$ cat src/core/srange_pkg.sv
package srange_pkg;
  localparam int RANGE_W = 3;
  localparam logic [RANGE_W-1:0] RANGE_LEAST = 3'h0;
  localparam logic [RANGE_W-1:0] RANGE_MOST = 3'h7;
  localparam int SAMPLE_W = 8;
  localparam logic [SAMPLE_W-1:0] OVER_LEVEL = 8'h78;
  localparam logic [SAMPLE_W-1:0] UNDER_LEVEL = 8'h10;
  localparam int TIMEOUT_W = 24;
  localparam int FREQ_W = 20;
  localparam int ACC_W = 32;
  localparam logic [ACC_W-1:0] FREQ_BASE = 32'h0010_0000;
  localparam int FREQ_SHIFT = 8;
  localparam int JITTER_SHIFT = 7;
  localparam int RAND_W = 8;
  localparam logic [RAND_W-1:0] LFSR_SEED = 8'hA5;
  localparam logic [RAND_W-1:0] LFSR_TAPS = 8'hB8;
  localparam int STEP_W = 6;
  localparam logic [STEP_W-1:0] STEP_LAST = 6'h39;
  localparam logic [ACC_W-1:0] FILT_BASE = 32'h0000_8000;
  localparam logic [2:0] RATIO_NUM = 3'h6;
  localparam logic [2:0] RATIO_DEN = 3'h5;
  localparam int LINES = 3;
  localparam logic [1:0] LINE_NONE = 2'h3;
  localparam logic [1:0] SRC_PROG = 2'h0;
  localparam logic [1:0] SRC_MEAS_A = 2'h1;
  localparam logic [1:0] SRC_MEAS_B = 2'h2;
endpackage

$ cat src/core/autorange_and_sample_clock_ctrl.sv
// Function
// Check each channel's samples for overload
// Overload steps range down and notifies
// Underload timeout steps range up, notifies
// Processor supplies underload timeout per input
// Ranging runs continuously, independently per input
// Fixed range suppresses automatic range changes
// Range and mode driven as parallel codes
// Frequency setting 20 bits over 2:1
// Sample clock on one of three lines
// Optionally lock to measured input frequency
// Period jitter at most one percent
// 256-period average within 1ppm of setting
// Filter clock 1.2 steps, 4.5 decades
// Processor tells subsystems which lines used
// LFSR-perturbed accumulator, zero-mean jitter
// At extreme range, no change, no notice
`timescale 1ns/1ps
module autorange_channel
  import srange_pkg::*;
(
  input wire logic clock_in,
  input wire logic nrst_in,
  input wire logic [SAMPLE_W-1:0] sample_in,
  input wire logic sample_valid_in,
  input wire logic [TIMEOUT_W-1:0] timeout_in,
  input wire logic fixed_in,
  input wire logic [RANGE_W-1:0] fixed_range_in,
  output logic [RANGE_W-1:0] range_out,
  output logic fixed_mode_out,
  output logic changed_out
);
  logic [TIMEOUT_W-1:0] under_count;
  logic [RANGE_W-1:0] range;
  logic changed;
  logic fixed_mode;
  wire [SAMPLE_W-1:0] mag = sample_in[SAMPLE_W-1] ? SAMPLE_W'(~sample_in + 8'h01) : sample_in;
  wire over = sample_valid_in && (mag >= OVER_LEVEL);
  wire under = mag < UNDER_LEVEL;
  wire timed_out = sample_valid_in && under && (under_count >= timeout_in);
  wire step_down = !fixed_in && over && (range != RANGE_LEAST);
  wire step_up = !fixed_in && !over && timed_out && (range != RANGE_MOST);
  wire [RANGE_W-1:0] next_range = fixed_in ? fixed_range_in :
    step_down ? RANGE_W'(range - 3'h1) : step_up ? RANGE_W'(range + 3'h1) : range;
  wire count_clear = !under || step_up || step_down || fixed_in;
  wire [TIMEOUT_W-1:0] next_under_count = !sample_valid_in ? under_count :
    count_clear ? '0 : (&under_count) ? under_count : TIMEOUT_W'(under_count + 24'h1);

  // The counter saturates so a very long quiet spell cannot wrap and hide the timeout.
  always_ff @(posedge clock_in or negedge nrst_in)
  begin
    if (!nrst_in)
    begin
      under_count <= '0;
      range <= RANGE_LEAST;
      changed <= 1'b0;
      fixed_mode <= 1'b0;
    end
    else
    begin
      under_count <= next_under_count;
      range <= next_range;
      changed <= step_up || step_down;
      fixed_mode <= fixed_in;
    end
  end

  assign range_out = range;
  assign fixed_mode_out = fixed_mode;
  assign changed_out = changed;

  overload_step_a: assert property (@(posedge clock_in) disable iff (!nrst_in)
    (over && !fixed_in && range != RANGE_LEAST) |=> (changed && range == $past(range) - 3'h1))
    else $error("Overload did not step the range down.");
  extreme_quiet_a: assert property (@(posedge clock_in) disable iff (!nrst_in)
    (!fixed_in && over && range == RANGE_LEAST) |=> (!changed && range == RANGE_LEAST))
    else $error("Range changed at the least sensitive end.");
  fixed_hold_a: assert property (@(posedge clock_in) disable iff (!nrst_in)
    fixed_in |=> (!changed && range == $past(fixed_range_in)))
    else $error("Fixed range did not hold.");
  underload_step_a: assert property (@(posedge clock_in) disable iff (!nrst_in)
    (step_up) |=> (changed && range == $past(range) + 3'h1 && under_count == '0))
    else $error("Underload timeout did not step the range up.");
  early_step_a: assert property (@(posedge clock_in) disable iff (!nrst_in)
    (range == RANGE_W'($past(range) + 3'h1) && !$past(fixed_in)) |->
    $past(under_count >= timeout_in))
    else $error("Range rose before the underload timeout.");
  notify_pair_a: assert property (@(posedge clock_in) disable iff (!nrst_in)
    (changed && !$past(fixed_in)) |-> (range != $past(range)))
    else $error("Notification without a range change.");
  overload_seen_c: cover property (@(posedge clock_in) disable iff (!nrst_in) step_down);
  underload_seen_c: cover property (@(posedge clock_in) disable iff (!nrst_in) step_up);
endmodule

`timescale 1ns/1ps
module autorange_and_sample_clock_ctrl
  import srange_pkg::*;
(
  input wire logic clock_in,
  input wire logic nrst_in,
  input wire logic [SAMPLE_W-1:0] sample_a_in,
  input wire logic [SAMPLE_W-1:0] sample_b_in,
  input wire logic sample_valid_in,
  input wire logic [TIMEOUT_W-1:0] timeout_a_in,
  input wire logic [TIMEOUT_W-1:0] timeout_b_in,
  input wire logic fixed_a_in,
  input wire logic fixed_b_in,
  input wire logic [RANGE_W-1:0] fixed_range_a_in,
  input wire logic [RANGE_W-1:0] fixed_range_b_in,
  input wire logic [FREQ_W-1:0] freq_set_in,
  input wire logic [FREQ_W-1:0] meas_freq_a_in,
  input wire logic [FREQ_W-1:0] meas_freq_b_in,
  input wire logic [1:0] freq_source_in,
  input wire logic [1:0] sclk_line_in,
  input wire logic [STEP_W-1:0] filt_step_in,
  input wire logic [1:0] fclk_line_in,
  output logic [RANGE_W-1:0] range_a_out,
  output logic [RANGE_W-1:0] range_b_out,
  output logic fixed_mode_a_out,
  output logic fixed_mode_b_out,
  output logic range_changed_a_out,
  output logic range_changed_b_out,
  output logic [LINES-1:0] sclk_line_out,
  output logic [LINES-1:0] sclk_line_oe_out,
  output logic [LINES-1:0] fclk_line_out,
  output logic [LINES-1:0] fclk_line_oe_out
);
  autorange_channel chan_a (
    .clock_in(clock_in), .nrst_in(nrst_in), .sample_in(sample_a_in),
    .sample_valid_in(sample_valid_in), .timeout_in(timeout_a_in), .fixed_in(fixed_a_in),
    .fixed_range_in(fixed_range_a_in), .range_out(range_a_out),
    .fixed_mode_out(fixed_mode_a_out), .changed_out(range_changed_a_out)
  );
  autorange_channel chan_b (
    .clock_in(clock_in), .nrst_in(nrst_in), .sample_in(sample_b_in),
    .sample_valid_in(sample_valid_in), .timeout_in(timeout_b_in), .fixed_in(fixed_b_in),
    .fixed_range_in(fixed_range_b_in), .range_out(range_b_out),
    .fixed_mode_out(fixed_mode_b_out), .changed_out(range_changed_b_out)
  );

  // Sample clock: the nominal increment spans base to twice base over the 20-bit code.
  logic [ACC_W-1:0] sacc;
  logic [RAND_W-1:0] lfsr;
  logic [ACC_W-1:0] pert;
  logic pert_neg;
  logic sclk;
  wire [FREQ_W-1:0] freq_code = (freq_source_in == SRC_MEAS_A) ? meas_freq_a_in :
    (freq_source_in == SRC_MEAS_B) ? meas_freq_b_in : freq_set_in;
  wire [ACC_W-1:0] nominal = FREQ_BASE + (ACC_W'(freq_code));
  wire [ACC_W-1:0] nominal_inc = ACC_W'(nominal << FREQ_SHIFT);
  wire [ACC_W+RAND_W-1:0] pert_full = (nominal_inc >> JITTER_SHIFT) * lfsr;
  wire [ACC_W-1:0] next_pert = ACC_W'(pert_full >> RAND_W);
  // A frequency change acts at once, so an offset drawn for a faster clock is clipped
  // to the new bound rather than waiting up to two periods for a fresh draw.
  wire [ACC_W-1:0] jitter_max = nominal_inc >> JITTER_SHIFT;
  wire [ACC_W-1:0] pert_used = (pert > jitter_max) ? jitter_max : pert;
  wire [ACC_W-1:0] sinc = pert_neg ? nominal_inc - pert_used : nominal_inc + pert_used;
  wire [ACC_W-1:0] next_sacc = sacc + sinc;
  wire period_start = next_sacc[ACC_W-1] && !sacc[ACC_W-1];
  wire [RAND_W-1:0] next_lfsr = lfsr[0] ? (lfsr >> 1) ^ LFSR_TAPS : lfsr >> 1;

  // Each random offset is applied once up and once down on successive periods, so the
  // long-run mean equals the set value; the price is that jitter is correlated in pairs.
  always_ff @(posedge clock_in or negedge nrst_in)
  begin
    if (!nrst_in)
    begin
      sacc <= '0;
      lfsr <= LFSR_SEED;
      pert <= '0;
      pert_neg <= 1'b0;
      sclk <= 1'b0;
    end
    else
    begin
      sacc <= next_sacc;
      sclk <= next_sacc[ACC_W-1];
      if (period_start)
      begin
        pert_neg <= !pert_neg;
        if (pert_neg)
        begin
          lfsr <= next_lfsr;
          pert <= next_pert;
        end
      end
    end
  end

  // Filter clock: the increment is rebuilt by repeated 6/5 scaling whenever the step moves.
  logic [ACC_W-1:0] facc;
  logic [ACC_W-1:0] finc;
  logic [STEP_W-1:0] built_step;
  logic [STEP_W-1:0] want_step;
  logic fclk;
  wire [STEP_W-1:0] step_clamped = (filt_step_in > STEP_LAST) ? STEP_LAST : filt_step_in;
  wire rebuild = step_clamped != want_step;
  wire [ACC_W+2:0] finc_scaled = (ACC_W+3)'(finc * RATIO_NUM) / RATIO_DEN;
  wire building = built_step != want_step;

  always_ff @(posedge clock_in or negedge nrst_in)
  begin
    if (!nrst_in)
    begin
      facc <= '0;
      finc <= FILT_BASE;
      built_step <= '0;
      want_step <= '0;
      fclk <= 1'b0;
    end
    else
    begin
      facc <= facc + finc;
      fclk <= facc[ACC_W-1];
      want_step <= step_clamped;
      if (rebuild)
      begin
        finc <= FILT_BASE;
        built_step <= '0;
      end
      else if (building)
      begin
        finc <= ACC_W'(finc_scaled);
        built_step <= STEP_W'(built_step + 6'h01);
      end
    end
  end

  // Only the chosen line is driven; the code for no line leaves all three released.
  genvar g;
  generate
    for (g = 0; g < LINES; g++)
    begin : line_drive
      assign sclk_line_oe_out[g] = (sclk_line_in == 2'(g));
      assign sclk_line_out[g] = sclk_line_oe_out[g] && sclk;
      assign fclk_line_oe_out[g] = (fclk_line_in == 2'(g));
      assign fclk_line_out[g] = fclk_line_oe_out[g] && fclk;
    end
  endgenerate

  jitter_bound_a: assert property (@(posedge clock_in) disable iff (!nrst_in)
    (sinc >= nominal_inc - jitter_max) && (sinc <= nominal_inc + jitter_max))
    else $error("Jitter offset exceeds one percent of the increment.");
  jitter_pair_a: assert property (@(posedge clock_in) disable iff (!nrst_in)
    (period_start && !pert_neg) |=> $stable(pert) && pert_neg)
    else $error("Jitter offset changed before its opposite half.");
  link_source_a: assert property (@(posedge clock_in) disable iff (!nrst_in)
    (freq_source_in == SRC_MEAS_A) |-> (nominal == FREQ_BASE + ACC_W'(meas_freq_a_in)))
    else $error("Sample clock not locked to input A.");
  line_single_a: assert property (@(posedge clock_in) disable iff (!nrst_in)
    $onehot0(sclk_line_oe_out) && $onehot0(fclk_line_oe_out))
    else $error("More than one clock line driven.");
  filter_build_a: assert property (@(posedge clock_in) disable iff (!nrst_in)
    (rebuild) |=> (finc == FILT_BASE && built_step == '0))
    else $error("Filter increment not restarted on step change.");
  sclk_toggle_c: cover property (@(posedge clock_in) disable iff (!nrst_in) period_start);
  filter_done_c: cover property (@(posedge clock_in) disable iff (!nrst_in)
    $fell(building) && want_step == STEP_LAST);
endmodule

$ cat config.mk
export PLATFORM = sky130hd
export DESIGN_NAME = autorange_and_sample_clock_ctrl
export DESIGN_NICKNAME = d
export VERILOG_FILES = /design/src/core/srange_pkg.sv /design/src/core/autorange_and_sample_clock_ctrl.sv
export SDC_FILE = /design/constraint.sdc
export NUM_CORES = 1
export LEC_CHECK = 0
export BUFFER_PORTS_ARGS = -buffer_cell sky130_fd_sc_hd__buf_2
export CORE_MARGIN = 4
export CORE_UTILIZATION = 25
export DETAILED_ROUTE_END_ITERATION = 8
export PLACE_DENSITY = 0.41
export SYNTH_ARGS = -nofsm -noshare
export SYNTH_HDL_FRONTEND = slang
export SYNTH_SLANG_ARGS = --single-unit
$ cat constraint.sdc
create_clock -name clock_in -period 13.35 [get_ports clock_in]
set_input_delay 2.0025 -clock clock_in [delete_from_list [all_inputs] [get_ports clock_in]]
set_output_delay 2.0025 -clock clock_in [all_outputs]
set_load 0.1 [all_outputs]
# == Yosys cells after proc, flatten, opt, wreduce, memory -nomap -nowiden ==
# Index checks and enable logic that the tools add are counted.
# word_totals
out_inout_bits,22
reg_bits,209
# op_classes
addsub,14
muxes,22
multipliers,2
order_cmp,8
reduce_logical,51
eq_ne,12
bitwise_logic,3
div,1
# ops
cell,count
32-bit 2-to-1 mux,4
24-bit 2-to-1 mux,4
32-bit adder,2
24-bit by 1-bit adder with 24-bit output (second input constant),2
24-bit >= comparator,2
24-bit AND reduction,2
20-bit 2-to-1 mux,2
35-bit by 3-bit divider with 35-bit output (second input constant),1
32-bit by 2-bit multiplier with 34-bit output (second input constant),1
30-bit by 32-bit adder with 32-bit output,1
32-bit by 23-bit > comparator with 1-bit output,1
30-bit by 32-bit subtractor with 32-bit output,1
22-bit by 8-bit multiplier with 30-bit output,1
8-bit 2-to-1 mux,3
1-bit logical AND,23
21-bit by 20-bit adder with 22-bit output (first input constant),1
3-bit 2-to-1 mux,6
6-bit 2-to-1 mux,3
8-bit by 1-bit adder with 8-bit output (second input constant),2
8-bit by 7-bit >= comparator with 1-bit output (second input constant),2
8-bit by 5-bit less-than comparator with 1-bit output (second input constant),2
8-bit NOT,2
6-bit inequality test,2
3-bit nonzero test,4
14 further kinds,39

# == Depth between registers and ports, before layout ==
# depth
ltp_word,14
mapped_depth,71
ltp_nobuf,65

# == Cells and area by module ==
# A second synthesis with hierarchy kept.
# unflattened
hier_cells,3350
area_unflattened_um2,27355.0
# modules_own_cells
module,cells_per_inst,area_each_um2,seq_area_each_um2,n_inst
autorange_and_sample_clock_ctrl,2782,22515.3,3534.6,1
autorange_channel,284,2419.8,725.7,2

# == Worst setup path before layout ==
# No wires, ideal clock.
# synth_path
path_type,reg-to-reg
startpoint,reg finc[0]
endpoint,reg finc[0]
required_time_ps,13214
slack_ps,521
arrival_ps,12693
stages_incl_launch_ff,60
path_cell_list,dfrtp_1 > ha_1 > fa_1 > a211oi_1 > o21ai_2 > a221oi_2 > or4_4 > a41oi_2 > or3_1 > buf_2 > a221oi_1 > a31oi_1 > o22a_2 > buf_4 > nand2b_1 > a21oi_1 > o31ai_2 > or3_1 > [... 24 more ...] > a41o_1 > mux2i_2 > buf_6 > nor3_1 > a2111oi_0 > o21ai_0 > o21ai_0 > a21oi_1 > mux2_2 > buf_2 > o2111a_1 > nand2b_1 > o21a_1 > ha_1 > a2111oi_0 > a31o_2 > nor4_1 > o32ai_1
# synth_via
elab_chain_len,4
# synth_lines
item,line_no,text
"start, declared",autorange_and_sample_clock_ctrl.sv:192,logic [ACC_W-1:0] finc;
"start signal, assigned",autorange_and_sample_clock_ctrl.sv:223,finc <= ACC_W'(finc_scaled);
32-bit by 2-bit multiplier with 34-bit output,autorange_and_sample_clock_ctrl.sv:198,wire [ACC_W+2:0] finc_scaled = (ACC_W+3)'(finc * RATIO_NUM) / RATIO_DEN;
35-bit by 3-bit divider with 35-bit output,autorange_and_sample_clock_ctrl.sv:198,
32-bit 2-to-1 mux,autorange_and_sample_clock_ctrl.sv:221,else if (building)
32-bit 2-to-1 mux,autorange_and_sample_clock_ctrl.sv:216,if (rebuild)
# Every way passes these cells. The select of a mux whose other input is x is not followed.
# A chain may end at the register's enable or synchronous reset.

# == Worst setup path after layout ==
# Ends and elaborated chain as after synthesis.

==> out/metrics.cfg <==
[worst_setup_path]
slowest_delay_ns = 0.53
crit_fanout = 11
crit_type = reg2reg
start_kind = flop
cp_data_arrival_time_ns = 13.55
cp_slowest_cell = or4_4
crit_required_ns = 13.74
endpoint_kind = flop
cpMostUsedCell = buf_4

[placement]
io_buffers = 168
place_inst = 5003
post-dp-hpwl_mm = 59.2
place_congestion = 0.821
dpl_worst_slack_ns = -0.161

[sta]
rsz0062_at_grt = yes
worst_pin_slew_ns = 1.39
finalHoldViolations = 0
drv_slew = 0
fin_crit_sh_pct = 98.6
fin_tns_setup_ns = 0
relSlewSlack_pct = 6.57
fmax_mhz = 76.0
finalSetupViolations = 0
period_minus_slack_ns = 13.16
setup_slack_ns = 0.191
fin_skew_ns = 0.0201
holdWs_ns = 0.431

[clock_tree]
clockRootBuffer = clkbuf_16
clk_pin_slew_ns = 0.10
clock-sinks = 199
cts_tree = yes
ctsHoldBuffers = 0
clk_path_buf_depth = 2
cts_max_level = 4
cts_buffers = 17
insertion_delay_ns = 0.50

[yosys]
synth_nets = 3756
ys_dominant_reg_cell = dfrtp_1
ys_types = 131
synth_top_area_cell = dfrtp_1
syn_inst = 3236
syn_area_sq_um = 26500
synth_async_sr_flop_share_pct = 100
synthMuxAreaShare_pct = 3.78
synth-xor-area-share_pct = 7.94
synth_edf_count = 0
synthSimpleGateAreaFrac_pct = 19.9
synth_adder_area_share_pct = 21.1
synth_top_family_by_area = compound AO/OA/AOI/OAI gates
synth-seq-cells = 199
ys_top_cells_by_area = dfrtp_1, ha_1, fa_1, xnor2_1, nand2_1
synth.top_cell.area_share_pct = 18.3
syn_avg_cell_area_sq_um = 8.18
yosysSeqAreaShare_pct = 18.8
ys_warn_count = 0
synth_compound_area_share_pct = 21.9

[global_route]
grt_start_max_net_pins = 83
grt_pass1_wl_mm = 125
overflow = 0
track_usage_pct = 13.6
antenna_found_initial = 0
grt_pass1_vias = 23800

[routing]
avgRoutedWirePerCell_um = 15.3
drc = 0
first_pass_iters = 5
drt-initial-drc-count = 1260
ant_nets = 0
wl_mm = 77.9
vias = 24200
vias_per_cell = 4.76

[power_and_ir_drop]
power_density_nw_per_um2 = 135
p_leak_nw = 15.5
ir_drop_mv = 0.0926

[floorplan]
std_cell_rows = 119
start_util_pct = 25.2
dieHeight_um = 333
dieWidth_um = 333
dieArea_sq_um = 111000
core-area_sq_um = 105000
ios = 169

[status]
status = finished, final reports clean

[cells_and_area]
fin_util_pct = 31.5
layout.nets = 4199
final_cell_mix = buf_4, nand2_1, inv_1
final_common_cell = buf_4
syn_to_final_growth_pct = 25.2
drive_gt1_share_pct = 23.7
final_cells = 5084

[hold_path]
min_path_type = reg2reg

[run]
drv_cap = 0

-- sequential cells by signal, indices dropped and copies added, names as in the netlist, 6 cells and up --
register / cells
pert: 23
sacc: 32
chan_a.under_count: 24
lfsr: 8
facc: 32
finc: 32
built_step: 6
chan_b.under_count: 24
want_step: 6
-- layout make-up --
cell class / count / area, sq um
fill: 11300 / 72000
antenna: 1 / 2.50
clock inverter: 15 / 154
tap: 1391 / 1740
clock buffer: 17 / 425
inverter: 277 / 1040
multi-input combinational: 2612 / 20800
sequential: 199 / 5000
timing repair buffer: 572 / 4000
-- synthesized netlist by cell type, drive strengths merged, types with 14 or more instances --
| cell | n |
|---|---|
| a211oi | 52 |
| a21o | 59 |
| a21oi | 222 |
| a221oi | 14 |
| a31oi | 20 |
| and2 | 81 |
| and3 | 26 |
| buf | 50 |
| clkbuf | 100 |
| dfrtp | 194 |
| fa | 119 |
| ha | 254 |
| inv | 275 |
| mux2 | 30 |
| mux2i | 65 |
| nand2 | 300 |
| nand2b | 29 |
| nand3 | 75 |
| nand4 | 50 |
| nor2 | 283 |
| nor2b | 65 |
| nor3 | 74 |
| nor4 | 23 |
| o211ai | 22 |
| o21a | 20 |
| o21ai | 160 |
| o21bai | 65 |
| o22ai | 14 |
| o31ai | 20 |
| or3 | 21 |
| xnor2 | 135 |
| xor2 | 105 |
-- kinds of logic (layout without fill, tap and decap cells) --
group,after synthesis,after routing
xor+xnor,240,240
fa+ha+maj,375,375
mux,95,96
flops,199,199
simple gates,1074,1074
other cells,2,3
buf+inv,427,881
compound gates,824,825
-- per-layer routing --
layer | routed length [um] | vias up | global-route usage [%]
met2 | 36700 | 258 | 22.6
met4 | 773 | 0 | 2.47
li1 | - | 12300 | -
met1 | 38800 | 11700 | 19.2
met5 | 0 | - | 0
met3 | 1640 | 42 | 1.45
-- path summary, 6_finish.rpt --
| kind | start | to | slack (ns) | cells after the start |
|---|---|---|---|---|
| max in group asynchronous | nrst_in | pert[0] | 10.47 | 2 |
| min reg2reg | facc[31] | fclk | 0.43 | 0 |
| max | finc[0] | finc[0] | 0.19 | 59 |
| min in group asynchronous | nrst_in | finc[2] | 1.51 | 1 |
| max reg2reg | finc[0] | finc[0] | 0.19 | 59 |
| min | facc[31] | fclk | 0.43 | 0 |
-- metrics by stage --
step	total power, mW	cell area, sq um
final	4.47	33100
after global routing	4.97	33100
after CTS	4.46	31700
after detailed placement	3.85	31100
after global placement	3.85	31100
after floorplan	3.11	26500
-- worst max-delay path: cells and delay by family (launching register included) --
kind            cells  cell delay (ns)
compound gates     29             6.20
simple gates       13             3.19
buf+inv             8             1.21
fa+ha+maj           3             0.86
mux                 4             0.85
flops               1             0.42
xor+xnor            2             0.25
-- where the power goes --
| part | internal [mW] | total, mW | switching (mW) |
|---|---|---|---|
| Combinational | 1.44 | 3.06 | 1.62 |
| Clock | 0.251 | 0.556 | 0.305 |
| Sequential | 0.752 | 0.856 | 0.104 |
-- timing repair --
| action | in CTS | in global routing |
|---|---|---|
| gates resized for setup | 12 | 204 |
| pin swaps | 6 | 97 |
| cloned | 0 | 2 |
| buffers inserted | 1 | 46 |
| setup endpoints to repair | 1 | 3 |
No activity file was read; power rests on OpenSTA's default activity.
